## src/shared/mcc_pkg.sv

```systemverilog
/*
 Register map, field layout, mode encoding and timing counts for the
 main clock controller with time base and beeper.
 Assumes pclk is the oscillator clock and paddr carries byte addresses.
*/
package mcc_pkg;

   localparam int unsigned CLK_HZ = 20_000_000;

   // register indices; byte address is four times the index
   localparam logic [7:0] IDX_CTRL_STATUS = 8'h2C;
   localparam logic [7:0] IDX_BEEP        = 8'h2D;
   localparam logic [7:0] IDX_IRQ_STATUS  = 8'h2E;
   localparam logic [7:0] IDX_IRQ_MASK    = 8'h2F;
   localparam int unsigned ADDR_W         = 10;
   localparam logic [ADDR_W-1:0] ADDR_CTRL_STATUS = {IDX_CTRL_STATUS, 2'b00};
   localparam logic [ADDR_W-1:0] ADDR_BEEP        = {IDX_BEEP, 2'b00};
   localparam logic [ADDR_W-1:0] ADDR_IRQ_STATUS  = {IDX_IRQ_STATUS, 2'b00};
   localparam logic [ADDR_W-1:0] ADDR_IRQ_MASK    = {IDX_IRQ_MASK, 2'b00};

   localparam logic [7:0] CS_RESET    = 8'h00;
   localparam logic [1:0] TONE_RESET  = 2'h0;
   localparam logic [1:0] TONE_OFF    = 2'h0;
   localparam logic       IRQ_RESET   = 1'b0;
   localparam int unsigned IRQ_TICK_BIT = 0;

   // time base prescaler counts in oscillator cycles
   localparam int unsigned TB_W    = 18;
   localparam int unsigned TB_DIV0 = 16000;
   localparam int unsigned TB_DIV1 = 32000;
   localparam int unsigned TB_DIV2 = 80000;
   localparam int unsigned TB_DIV3 = 200000;

   // tone frequencies in Hz and their periods in pclk cycles
   localparam int unsigned BEEP_HZ1     = 2000;
   localparam int unsigned BEEP_HZ2     = 1000;
   localparam int unsigned BEEP_HZ3     = 500;
   localparam int unsigned BEEP_PERIOD1 = CLK_HZ / BEEP_HZ1;
   localparam int unsigned BEEP_PERIOD2 = CLK_HZ / BEEP_HZ2;
   localparam int unsigned BEEP_PERIOD3 = CLK_HZ / BEEP_HZ3;

   typedef enum logic [1:0] {
      MCC_RUN      = 2'b00,
      MCC_WAIT     = 2'b01,
      MCC_ACT_HALT = 2'b10,
      MCC_HALT     = 2'b11
   } mcc_mode_type;

   // bit 7 down to bit 0 of the control/status register
   typedef struct packed {
      logic       clock_out_enable;
      logic [1:0] slow_divider_select;
      logic       slow_select;
      logic [1:0] timebase_select;
      logic       tick_irq_enable;
      logic       tick_flag;
   } mcc_ctrl_type;

   typedef struct packed {
      logic              psel;
      logic              penable;
      logic              pwrite;
      logic [ADDR_W-1:0] paddr;
      logic [31:0]       pwdata;
   } mcc_apb_req_type;

   typedef struct packed {
      mcc_mode_type   mode;
      mcc_ctrl_type   cs;
      logic [1:0]     tone_select;
      logic           irq_status;
      logic           irq_mask;
      logic [1:0]     tb_active;
      logic [TB_W-1:0] tb_cnt;
      logic [3:0]     pre_cnt;
      logic [TB_W-1:0] beep_cnt;
      logic           tone_pin;
      logic           core_clk_en;
      logic           clk_out_run;
      logic [31:0]    prdata;
      logic           rd_tick;
   } mcc_state_type;

endpackage

```

## src/rtl/mcc_main_clock_ctrl.sv

```systemverilog
/*
 Main clock controller: slow-mode core clock prescaler, clock-out gating,
 time-base counter with tick flag and interrupt, beeper, power-mode tracking,
 APB register slave.
 Assumes pclk is the oscillator clock; halt_req, wait_req, ext_wake and
 cpu_irq_masked come from logic on pclk; the chip combines clock_out_run
 with its clock onto the clock-out pin.
*/
// What this block does
// - core clock is osc clock, or divided by 2,4,8,16 in slow mode
// - clock-out enable routes clock to its pin, else pin is plain I/O
// - clock-out suspended during active-halt even when enabled
// - time base divides osc clock by 16000/32000/80000/200000, timeout each period
// - new time-base selection takes effect only at end of running period
// - hardware sets tick flag at period end; reading control/status clears it
// - interrupt requested only with tick enable set and cpu mask inactive
// - halt with tick enable set enters active-halt instead of halt
// - tick interrupt wakes wait and active-halt, never full halt
// - wait mode leaves counters and outputs running
// - active-halt keeps time base running, registers hold
// - halt freezes counter and registers until a halt-capable wake
// - tone select: off, ~2 kHz, ~1 kHz, ~500 Hz square waves
// - beeper keeps running during active-halt
// - prescaler, clock-out and time base work independently together
// - all four registers reset to zero
`timescale 1ns/1ps
module mcc_main_clock_ctrl #(
   parameter int unsigned TB_DIV0      = mcc_pkg::TB_DIV0,
   parameter int unsigned TB_DIV1      = mcc_pkg::TB_DIV1,
   parameter int unsigned TB_DIV2      = mcc_pkg::TB_DIV2,
   parameter int unsigned TB_DIV3      = mcc_pkg::TB_DIV3,
   parameter int unsigned BEEP_PERIOD1 = mcc_pkg::BEEP_PERIOD1,
   parameter int unsigned BEEP_PERIOD2 = mcc_pkg::BEEP_PERIOD2,
   parameter int unsigned BEEP_PERIOD3 = mcc_pkg::BEEP_PERIOD3
) (
   input  wire logic                     pclk,
   input  wire logic                     presetn,
   input  wire mcc_pkg::mcc_apb_req_type apb,
   output logic [31:0]                   prdata,
   output logic                          pready,
   output logic                          pslverr,
   input  wire logic                     halt_req,
   input  wire logic                     wait_req,
   input  wire logic                     ext_wake,
   input  wire logic                     cpu_irq_masked,
   output logic                          irq,
   output logic                          core_clk_en,
   output logic                          clock_out_sel,
   output logic                          clock_out_run,
   output logic                          tone_port_pin,
   output mcc_pkg::mcc_mode_type         power_mode
);
   import mcc_pkg::*;

   mcc_state_type state_ff;
   mcc_state_type nxt_state;
   logic          tb_wrap;
   logic          access;
   logic          hit;
   logic          halted;
   logic          frozen;

   function automatic logic addr_hit(input logic [ADDR_W-1:0] a);
      addr_hit = (a == ADDR_CTRL_STATUS) || (a == ADDR_BEEP) ||
                 (a == ADDR_IRQ_STATUS) || (a == ADDR_IRQ_MASK);
   endfunction

   // last count of the slow prescaler: 1, 3, 7, 15
   function automatic logic [3:0] div_top(input logic [1:0] code);
      div_top = 4'((5'h2 << code) - 5'h1);
   endfunction

   function automatic logic [TB_W-1:0] tb_top(input logic [1:0] code);
      case (code)
         2'h0:    tb_top = TB_W'(TB_DIV0 - 1);
         2'h1:    tb_top = TB_W'(TB_DIV1 - 1);
         2'h2:    tb_top = TB_W'(TB_DIV2 - 1);
         default: tb_top = TB_W'(TB_DIV3 - 1);
      endcase
   endfunction

   // last count of a half tone period
   function automatic logic [TB_W-1:0] beep_top(input logic [1:0] code);
      case (code)
         2'h1:    beep_top = TB_W'(BEEP_PERIOD1 / 2 - 1);
         2'h2:    beep_top = TB_W'(BEEP_PERIOD2 / 2 - 1);
         default: beep_top = TB_W'(BEEP_PERIOD3 / 2 - 1);
      endcase
   endfunction

   assign access  = apb.psel && apb.penable;
   assign hit     = addr_hit(apb.paddr);
   assign halted  = (state_ff.mode == MCC_ACT_HALT) || (state_ff.mode == MCC_HALT);
   assign frozen  = (state_ff.mode == MCC_HALT);
   assign tb_wrap = !frozen && (state_ff.tb_cnt >= tb_top(state_ff.tb_active));

   always_comb begin
      nxt_state = state_ff;

      // core clock prescaler; stops in both halt modes
      if (halted) begin
         nxt_state.core_clk_en = 1'b0;
      end else if (state_ff.cs.slow_select) begin
         if (state_ff.pre_cnt >= div_top(state_ff.cs.slow_divider_select)) begin
            nxt_state.pre_cnt     = 4'h0;
            nxt_state.core_clk_en = 1'b1;
         end else begin
            nxt_state.pre_cnt     = state_ff.pre_cnt + 4'h1;
            nxt_state.core_clk_en = 1'b0;
         end
      end else begin
         nxt_state.pre_cnt     = 4'h0;
         nxt_state.core_clk_en = 1'b1;
      end

      // time base keeps running in wait and active-halt
      if (tb_wrap) begin
         nxt_state.tb_cnt    = '0;
         nxt_state.tb_active = state_ff.cs.timebase_select;
      end else if (!frozen) begin
         nxt_state.tb_cnt = state_ff.tb_cnt + TB_W'(1);
      end

      // beeper, alive in active-halt
      if (!frozen) begin
         if (state_ff.tone_select == TONE_OFF) begin
            nxt_state.beep_cnt = '0;
            nxt_state.tone_pin = 1'b0;
         end else if (state_ff.beep_cnt >= beep_top(state_ff.tone_select)) begin
            nxt_state.beep_cnt = '0;
            nxt_state.tone_pin = !state_ff.tone_pin;
         end else begin
            nxt_state.beep_cnt = state_ff.beep_cnt + TB_W'(1);
         end
      end

      // read data is captured in the setup phase
      if (apb.psel && !apb.penable) begin
         nxt_state.prdata  = 32'h0000_0000;
         nxt_state.rd_tick = 1'b0;
         if (!apb.pwrite) begin
            case (apb.paddr)
               ADDR_CTRL_STATUS: begin
                  nxt_state.prdata  = {24'h00_0000, state_ff.cs};
                  nxt_state.rd_tick = state_ff.cs.tick_flag;
               end
               ADDR_BEEP:       nxt_state.prdata = {30'h0000_0000, state_ff.tone_select};
               ADDR_IRQ_STATUS: nxt_state.prdata = {31'h0000_0000, state_ff.irq_status};
               ADDR_IRQ_MASK:   nxt_state.prdata = {31'h0000_0000, state_ff.irq_mask};
               default:         nxt_state.prdata = 32'h0000_0000;
            endcase
         end
      end

      // writes and read side effects blocked while halted
      if (access && !halted) begin
         if (apb.pwrite) begin
            case (apb.paddr)
               ADDR_CTRL_STATUS: begin
                  nxt_state.cs           = mcc_ctrl_type'(apb.pwdata[7:0]);
                  nxt_state.cs.tick_flag = state_ff.cs.tick_flag;
               end
               ADDR_BEEP:       nxt_state.tone_select = apb.pwdata[1:0];
               ADDR_IRQ_STATUS: begin
                  if (apb.pwdata[IRQ_TICK_BIT]) begin
                     nxt_state.irq_status = 1'b0;
                  end
               end
               ADDR_IRQ_MASK:   nxt_state.irq_mask = apb.pwdata[IRQ_TICK_BIT];
               default:         nxt_state.irq_mask = state_ff.irq_mask;
            endcase
         end else if (apb.paddr == ADDR_CTRL_STATUS && state_ff.rd_tick) begin
            nxt_state.cs.tick_flag = 1'b0;
         end
      end

      // hardware set wins over a clear in the same cycle
      if (tb_wrap) begin
         nxt_state.cs.tick_flag = 1'b1;
         nxt_state.irq_status   = 1'b1;
      end

      case (state_ff.mode)
         MCC_RUN: begin
            if (halt_req) begin
               nxt_state.mode = state_ff.cs.tick_irq_enable ? MCC_ACT_HALT : MCC_HALT;
            end else if (wait_req) begin
               nxt_state.mode = MCC_WAIT;
            end
         end
         MCC_WAIT: begin
            if (irq || ext_wake) begin
               nxt_state.mode = MCC_RUN;
            end
         end
         MCC_ACT_HALT: begin
            if (irq || ext_wake) begin
               nxt_state.mode = MCC_RUN;
            end
         end
         MCC_HALT: begin
            if (ext_wake) begin
               nxt_state.mode = MCC_RUN;
            end
         end
         default: nxt_state.mode = MCC_RUN;
      endcase

      nxt_state.clk_out_run = nxt_state.cs.clock_out_enable &&
                              ((nxt_state.mode == MCC_RUN) ||
                               (nxt_state.mode == MCC_WAIT));
   end

   always_ff @(posedge pclk or negedge presetn) begin
      if (!presetn) begin
         state_ff             <= '0;
         state_ff.mode        <= MCC_RUN;
         state_ff.cs          <= mcc_ctrl_type'(CS_RESET);
         state_ff.tone_select <= TONE_RESET;
         state_ff.irq_status  <= IRQ_RESET;
         state_ff.irq_mask    <= IRQ_RESET;
         state_ff.core_clk_en <= 1'b1;
      end else begin
         state_ff <= nxt_state;
      end
   end

   assign prdata        = state_ff.prdata;
   assign pready        = 1'b1;
   assign pslverr       = access && !hit;
   assign irq           = state_ff.irq_status && state_ff.irq_mask &&
                          state_ff.cs.tick_irq_enable && !cpu_irq_masked;
   assign core_clk_en   = state_ff.core_clk_en;
   assign clock_out_sel = state_ff.cs.clock_out_enable;
   assign clock_out_run = state_ff.clk_out_run;
   assign tone_port_pin = state_ff.tone_pin;
   assign power_mode    = state_ff.mode;
endmodule

```

## config.mk

```make
export PLATFORM = sky130hd
export DESIGN_NAME = mcc_main_clock_ctrl
export DESIGN_NICKNAME = d
export VERILOG_FILES = /design/src/shared/mcc_pkg.sv /design/src/rtl/mcc_main_clock_ctrl.sv
export SDC_FILE = /design/constraint.sdc
export NUM_CORES = 1
export LEC_CHECK = 0
export ABC_AREA = 0
export BUFFER_PORTS_ARGS = -buffer_cell sky130_fd_sc_hd__buf_2
export CAP_MARGIN = 10
export CORE_MARGIN = 2
export CORE_UTILIZATION = 45
export CTS_CLUSTER_DIAMETER = 50
export DETAILED_ROUTE_END_ITERATION = 10
export GPL_TIMING_DRIVEN = 0
export PLACE_DENSITY = 0.68
export SETUP_SLACK_MARGIN = 0.2
export SKIP_CTS_REPAIR_TIMING = 1
export SLEW_MARGIN = 0
export SYNTH_ARGS = -nofsm -noshare
export SYNTH_HDL_FRONTEND = slang
export SYNTH_SLANG_ARGS = --single-unit
```

## constraint.sdc

```tcl
create_clock -name pclk -period 5.3 [get_ports pclk]
set_input_delay 0.265 -clock pclk [delete_from_list [all_inputs] [get_ports pclk]]
set_output_delay 0.265 -clock pclk [all_outputs]
set_load 0.02 [all_outputs]
```

==> impl_metrics.tcl, run 1 <==
set metrics [dict create \
    busiest_layer "met2" \
    die-area_mm2 0.0103 \
    period_minus_slack_ps 2660 \
    synth_commonest_cells "dfrtp_1, nand2_1, buf_4" \
    dpl_cell_area_mm2 0.00472 \
    drcViolationCount 0 \
    critPathLaunch "state_ff[80]" \
    final_util_pct 53.7 \
    synth_top_area_share_pct 39.3 \
    numCtsBuffers 9 \
    synth.yosys.seq_area_share_pct 39.9 \
    grt_pass1_wl_mm 14.4 \
    grt_antenna_before_repair 0 \
    synthCells 434 \
    ir_worst_vdd_uv 229 \
    vias 3226 \
    comb_power_share_pct 25.0 \
    place.gp.congestion 0.891 \
    clk_pin_slew_ps 80 \
    htree_levels 3 \
    leakage_uw 0.00243 \
    clock_skew_ps 9.92 \
    crit_end "tone_port_pin" \
    start_kind "flip-flop" \
    initial_core_util_pct 46.2 \
    grt_pass1_vias 3068 \
    synth.most_common_cell "dfrtp_1" \
    rows 35 \
    grt_util_met2_pct 28.6 \
    grt_use_total_pct 17.7 \
    setup_tns_ps 0 \
    hold_viol 0 \
    fp.dieH_um 101 \
    wl_mm 8.40 \
    powerDensity_mw_per_mm2 324 \
    synth_enable_flop_cells 0 \
    netlist_area_mm2 0.00427 \
    grt_start_max_net_pins 69 \
    synth_top_area_cell "dfrtp_1" \
    critPathRequiredTime_ps 5530 \
    maxSlewHeadroom_pct 43.4 \
    async_flop_share_pct 100 \
    worstMarginPinSlew_ps 850 \
    diodes 0 \
    worst-path-max-fanout 8 \
    synth-seq-cells 68 \
    synth_ff_type "dfrtp_1" \
    pwr-share-clk_pct 32.5 \
    critPathCaptureType "flip-flop" \
    r2r_slack_ps 2640 \
    globalRouteOverflowTotal 0 \
    io_buffers 40 \
    ant_nets 0 \
    fin_nets 589 \
    syn_to_final_growth_pct 16.2 \
    insertion_delay_ps 340 \
    synth_warnings 0 \
    swShare_pct 32.8 \
    drive_gt1_share_pct 25.1 \
    clock_path_buffers 2 \
    die_width_um 101 \
    cp_data_arrival_time_ps 2900 \
    p_seq_share_pct 42.6 \
    power.net_switching_uw 526 \
    synth_area_leaders "dfrtp_1, ha_1, buf_4" \
    place_hpwl_mm 6.27 \
    first_pass_iters 4 \
    cts_sinks 68 \
    cts_tree "yes" \
    met1_usage_pct 23.7 \
    r2r-start "state_ff[80]" \
    io_pins 92 \
    reg2reg_to "tone_port_pin" \
    core_mm2 0.00924 \
    report.final.slew_viol_count 0 \
    r2r_cells 8 \
    wire_per_inst_um 13.1 \
    finalSetupViolations 0 \
    met3_usage_pct 3.31 \
    post-route-period-util_pct 50.2 \
    rsz0062_at_grt "false" \
    viasPerCell 5.02 \
    max_freq_mhz 376 \
    fin_area_mm2 0.00496 \
    synth_cell_types 63 \
    drtIter0Drc 124 \
    maxCapViolCount 0 \
    syn_area_per_cell_um2 9.84 \
    power.internal_uw 1080 \
    status "finished clean" \
    hold_class "primary input to async pin" \
    crit_type "flip-flop to flip-flop" \
    whs_ps 28.3 \
    cts_root_buffer "clkbuf_8" \
]
-- worst min-delay path by stage --
stage / startpoint / endpoint / cells after the start
after floorplan: presetn / clock_out_run / 0
after global placement: prdata[1] / prdata[1] / 2
after detailed placement: presetn / state_ff[50] / 1
after CTS: presetn / state_ff[52] / 1
after global routing: presetn / state_ff[52] / 1
final: presetn / state_ff[52] / 1
-- layer usage --
metal,part of all wire (%),up-vias
li1,-,1611
met1,48,1533
met3,4.8,4
met5,0,-
met2,47,78
met4,0.82,0
-- registers in the layout, summed over array words and instances, names as in the netlist --
name and count:
state_ff 54, clock_out_run 1, clock_out_sel 1, core_clk_en 1
power_mode 2, prdata 8, tone_port_pin 1
-- metrics by stage --
step                instances  worst slack, ps  power (µW)
finish                    642             2640        1610
global route              642             2490        1710
CTS                       642             2620        1620
detailed placement        626             2660        1100
global placement          626             2740        1080
floorplan                 457             2950         987
-- critical path: stages, from the launching register on --
cell	delay (ps)
dfrtp_1	400
inv_1	100
ha_1	370
ha_1	400
nand4b_1	150
nor3_2	300
o41ai_4	200
a31oi_4	300
mux2_4	330
-- cell type report --
class,count,area (µm²)
Buffer,46,322
Clock buffer,10,128
Clock inverter,6,113
Fill cell,842,4280
Inverter,18,67.6
Multi-Input combinational cell,325,2260
Sequential cell,68,1700
Tap cell,129,161
Timing Repair Buffer,40,203
-- power groups by stage --
stage / Sequential (µW) / Clock [µW] / Combinational, µW
2_1_floorplan: 673 / 0 / 313
3_3_place_gp: 688 / 0 / 390
3_5_place_dp: 692 / 0 / 403
4_1_cts: 683 / 534 / 406
5_1_grt: 697 / 558 / 458
6_report: 683 / 522 / 401
-- kinds of logic after synthesis --
family,after synthesis,synth area share (%)
AND/OR/NAND/NOR,156,20.6
other,2,0.176
adder cells (fa/ha/maj),30,8.79
AO/OA/AOI/OAI,75,12.3
multiplexers,12,3.57
XOR/XNOR,27,5.54
buffers and inverters,64,9.11
flip-flops,68,39.9
-- layout by cell type, fill, tap and decap left out, drive strengths merged, types with 3 or more instances in the layout --
cell type,instances
a21o,3
a21oi,24
a22o,7
a31oi,5
and3,7
and4,3
buf,81
bufinv,3
clkbuf,15
clkinv,3
conb,25
dfrtp,67
ha,30
inv,18
mux2,10
nand2,44
nand2b,9
nand3,15
nand4,9
nand4b,3
nor2,33
nor2b,3
nor3,12
nor4,3
o21ai,17
o22ai,3
o41ai,3
or2,4
or4,3
xnor2,15
xor2,12
(Power assumes the default switching activity.)
==> run 2, diff against run 1 <==
Settings changed: ABC_AREA 0 to 1, PLACE_DENSITY 0.68 to 0.67.
Clock period 5.3 ns to 2.71 ns, I/O delays scaled along.
==> impl_metrics.tcl, run 2 <==
set metrics [dict create \
    synth_warnings 0 \
    critPathLaunch "state_ff[80]" \
    clock_path_buffers 2 \
    place_hpwl_mm 6.89 \
    critPathRequiredTime_ps 2970 \
    insertion_delay_ps 340 \
    first_pass_iters 4 \
    fin_area_mm2 0.00518 \
    powerDensity_mw_per_mm2 530 \
    synth_area_leaders "dfrtp_1, nand2_1, ha_1" \
    synth_ff_type "dfrtp_1" \
    wl_mm 9.14 \
    cp_common_cell "nand2_1" \
    die-area_mm2 0.0109 \
    critPathBufInv 3 \
    crit_path_max_incr_delay_ps 430 \
    io_pins 92 \
    synth_commonest_cells "nand2_1, inv_1, dfrtp_1" \
    async_flop_share_pct 100 \
    synth.yosys.seq_area_share_pct 37.7 \
    ir_worst_vdd_uv 372 \
    holdPathEnd "state_ff[87]" \
    r2r_slack_ps 490 \
    cts_sinks 68 \
    drcViolationCount 0 \
    place.gp.congestion 0.851 \
    maxCapViolCount 0 \
    worst_path_max_delay_cell "dfrtp_1" \
    cts_root_buffer "clkbuf_8" \
    leakage_uw 0.00289 \
    worstMarginPinSlew_ps 871 \
    final_common_cell "nand2_1" \
    dpl_cell_area_mm2 0.00499 \
    cts_tree "yes" \
    final_cell_mix "nand2_1, inv_1, dfrtp_1, nor2_1, buf_2" \
    largest_reg_flops 54 \
    netlist_area_mm2 0.00452 \
    vias 3680 \
    clock_skew_ps 10.3 \
    synth_top_area_share_pct 37.1 \
    start_kind "flip-flop" \
    cp_data_arrival_time_ps 2490 \
    syn_area_per_cell_um2 7.77 \
    critPathCaptureType "flip-flop" \
    fin_nets 740 \
    numCtsBuffers 9 \
    synth_enable_flop_cells 0 \
    period_minus_slack_ps 2220 \
    post-route-period-util_pct 82.0 \
    grt_start_max_net_pins 69 \
    syn_to_final_growth_pct 14.5 \
    path_cells "inv_1 > ha_1 > ha_1 > nand2_1 > nand2_1 > nand2_1 > nand2_1 > a21oi_1 > nand4_2 > nand2_1 > inv_2 > buf_6 > nor2_1" \
    hold_class "primary input to flip-flop" \
    report.final.slew_viol_count 0 \
    reg2reg_to "state_ff[49]" \
    core_mm2 0.00977 \
    htree_levels 3 \
    synth_top_area_cell "dfrtp_1" \
    initial_core_util_pct 46.3 \
    maxSlewHeadroom_pct 41.9 \
    viasPerCell 4.62 \
    rows 36 \
    globalRouteOverflowTotal 0 \
    hold_depth 3 \
    die_width_um 104 \
    crit_type "flip-flop to flip-flop" \
    drtIter0Drc 148 \
    setup_tns_ps 0 \
    max_freq_mhz 450 \
    synth_cell_types 40 \
    hold_viol 0 \
    status "finished clean" \
    diodes 0 \
    r2r_cells 13 \
    finalSetupViolations 0 \
    synth.most_common_cell "nand2_1" \
    io_buffers 42 \
    ant_nets 0 \
    grt_pass1_wl_mm 16.2 \
    grt_use_total_pct 18.0 \
    regMostFlops "state_ff" \
    r2r-start "state_ff[80]" \
    fp.dieH_um 104 \
    clk_pin_slew_ps 70 \
    synthCells 582 \
    wire_per_inst_um 11.5 \
    path_delay_family "adder cells" \
    rsz0062_at_grt "false" \
    worst-path-max-fanout 10 \
    synth-seq-cells 68 \
    drive_gt1_share_pct 19.9 \
    grt_antenna_before_repair 0 \
    min_from "apb[5]" \
    grt_pass1_vias 3781 \
]
## run 2: cell types whose count changed after synthesis, moves of 7 or more
cell      before  now
xnor2_1       15    6
nand2_1       44  139
nand2b_1       9    0
mux2_2         8    0
and3_1         7    0
a21oi_1       24   14
nand3_1       14   32
a22o_1         7    0
nor2_1        32   63
inv_1         18   82
## run 2: metal layers
layer  part of all wire [%]  GRT usage [%]  vias up
li1                       -              -     1919
met1                     47           22.5     1714
met4                   0.97           5.60        0
met3                    2.7           3.32        8
met5                      0              0        -
met2                     49           31.6       39
## run 2: worst max path at each step
| stage | end | slack, ps | depth (start not counted) |
|---|---|---|---|
| final | state_ff[49] | 490 | 13 |
| after global routing | state_ff[51] | 220 | 13 |
| after CTS | state_ff[42] | 460 | 13 |
| after detailed placement | state_ff[42] | 470 | 13 |
| after global placement | state_ff[49] | 520 | 13 |
| after floorplan | state_ff[47] | 730 | 13 |
## run 2: final cells by class
type / instances / area, µm²
tap: 133 / 166
timing repair buffer: 43 / 223
clock inverter: 4 / 23.8
buffer: 43 / 343
fill: 934 / 4600
clock buffer: 12 / 155
inverter: 89 / 338
sequential: 68 / 1700
multi-input combinational: 405 / 2220
## run 2: metrics by stage
stage	hold WS [ps]	power (µW)	setup slack [ps]	util, %	std cells
6_report	22.9	2740	488	53.0	797
5_1_grt	22.0	2940	219	53.0	797
4_1_cts	-67.0	2790	456	52.9	796
3_5_place_dp	321	1990	466	51.0	780
3_3_place_gp	371	1970	519	51.0	780
2_1_floorplan	-160	1800	730	-	605
## run 2: logic make-up (layout without fill, tap and decap cells)
| group | count (synthesis) | count (layout) | share of synthesized area, % |
|---|---|---|---|
| fa+ha+maj | 30 | 30 | 8.30 |
| flops | 68 | 68 | 37.7 |
| compound gates | 46 | 46 | 5.65 |
| buf+inv | 132 | 191 | 15.1 |
| xor+xnor | 24 | 24 | 4.65 |
| simple gates | 280 | 280 | 28.5 |
| other cells | 2 | 25 | 0.166 |
## run 2: worst min-delay path, cell delays in order
cell and delay, ps:
buf_2 70, nand3_1 60, nand2_1 60
## run 2: where the power goes
part / switching (µW) / total, µW / internal (µW)
registers: 104 / 1220 / 1120
clock network: 390 / 769 / 380
logic: 448 / 750 / 302
total: 942 / 2740 / 1800
==> run 3, diff against run 2 <==
Settings changed: ABC_AREA 1 to 0, PLACE_DENSITY 0.67 to 0.68.
Clock period 2.71 ns to 2.12 ns, I/O delays scaled along.
==> impl_metrics.tcl, run 3 (synthesis gave the netlist of run 1 again) <==
set metrics [dict create \
    first_pass_iters 4 \
    fin_area_mm2 0.00569 \
    grt_antenna_before_repair 0 \
    wl_mm 9.99 \
    drcViolationCount 0 \
    hold_viol 0 \
    ant_nets 0 \
    place_hpwl_mm 6.58 \
    cts_tree "yes" \
    hold_class "primary input to flip-flop" \
    drive_gt1_share_pct 40.2 \
    failed_checks "negative setup slack" \
    pre_cts_ws_ps -374 \
    cts_root_buffer "clkbuf_8" \
    worst_path_max_delay_cell "or4_4" \
    r2r_slack_ps -130 \
    register_area_mm2 0.00171 \
    maxCapViolCount 0 \
    dpl_cell_area_mm2 0.00478 \
    fp.dieH_um 101 \
    period_minus_slack_ps 2250 \
    post-route-period-util_pct 106 \
    fin_nets 626 \
    path_cells "inv_4 > ha_4 > ha_4 > or4_4 > a2111oi_4 > buf_4 > a31oi_1 > a31oi_1" \
    diodes 0 \
    final_cell_mix "dfrtp_1, buf_4, nand2_1, buf_2, nor2_1" \
    leakage_uw 0.00260 \
    max_freq_mhz 445 \
    globalRouteOverflowTotal 0 \
    finalSetupViolations 15 \
    grt_start_max_net_pins 69 \
    crit_path_max_incr_delay_ps 440 \
    place.gp.congestion 0.826 \
    numCtsBuffers 9 \
    vias 3429 \
    status "finished, violations left" \
    grt_pass1_wl_mm 14.8 \
    core_mm2 0.00924 \
    io_pins 92 \
    fill_cells 720 \
    htree_levels 3 \
    powerDensity_mw_per_mm2 746 \
    insertion_delay_ps 340 \
    multi_input_area_mm2 0.00268 \
    initial_core_util_pct 46.2 \
    setup_slack_ps -127 \
    cts_sinks 68 \
    io_buffers 40 \
    report.final.slew_viol_count 0 \
    final_common_cell "dfrtp_1" \
    die_width_um 101 \
    critPathRequiredTime_ps 2380 \
    clk_pin_slew_ps 80 \
    syn_to_final_growth_pct 33.2 \
    worstMarginPinSlew_ps 881 \
    drtIter0Drc 109 \
    rows 35 \
    setup_tns_ps -580 \
    critPathBufInv 2 \
    start_kind "flip-flop" \
    worst-path-max-fanout 6 \
    critPathCaptureType "flip-flop" \
    regMostFlops "state_ff" \
    wire_per_inst_um 14.7 \
    die-area_mm2 0.0103 \
    maxSlewHeadroom_pct 41.3 \
    grt_use_total_pct 18.3 \
    path_delay_family "compound AO/OA/AOI/OAI gates" \
    rsz0062_at_grt "true" \
    final_util_pct 61.6 \
    clock_path_buffers 2 \
    cp_data_arrival_time_ps 2510 \
    ir_worst_vdd_uv 394 \
    crit_type "flip-flop to flip-flop" \
    grt_pass1_vias 3268 \
    clock_skew_ps 5.85 \
    viasPerCell 5.05 \
    largest_reg_flops 54 \
]
[run 3: cell count changes in the layout (fill, tap and decap cells not counted), sizes merged, moves of 7 or more]
cell	change
nand3	-20
xnor2	+9
buf	+25
nor2	-39
nand4	-7
inv	-68
a22o	+7
dlygate4sd3	+7
mux2	+10
and3	+7
nand2	-101
a21oi	+10
nand2b	+9
[run 3: power breakdown]
part	internal, µW	total, µW	switching, µW
clock network	658	1190	528
logic	588	1310	717
registers	1480	1750	272
total	2730	4240	1520
[run 3: final cells by class]
class | instances | area share, %
Clock buffer | 9 | 2.18
Buffer | 46 | 5.92
Sequential cell | 68 | 30.0
Clock inverter | 7 | 1.61
Tap cell | 129 | 2.84
Multi-Input combinational cell | 325 | 47.1
Timing Repair Buffer | 77 | 9.00
Inverter | 18 | 1.32
[run 3: path summary, 6_finish.rpt]
| check | start | end | depth (start not counted) |
|---|---|---|---|
| min in group asynchronous | presetn | state_ff[65] | 2 |
| hold reg to reg | prdata[0] | prdata[0] | 2 |
| max in group asynchronous | presetn | power_mode[0] | 2 |
| setup reg to reg | state_ff[81] | state_ff[38] | 8 |
| hold / removal | apb[7] | clock_out_sel | 2 |
| setup / recovery | state_ff[81] | state_ff[38] | 8 |
[run 3: metal layers]
metal  up-vias  share of wire (%)  track usage, %
li1       1693                  -               -
met1      1652                 42            22.2
met2        72                 53            32.0
met3        12                3.7            4.42
met4         0                1.4            5.72
met5         -                  0               0
[run 3: metrics by stage]
| stage | instances | total power, µW | hold WS [ps] |
|---|---|---|---|
| finish | 679 | 4240 | 15.4 |
| global route | 679 | 4490 | 4.36 |
| CTS | 642 | 3970 | -95.8 |
| detailed placement | 626 | 2780 | 283 |
| global placement | 626 | 2720 | 312 |
| floorplan | 457 | 2490 | -190 |
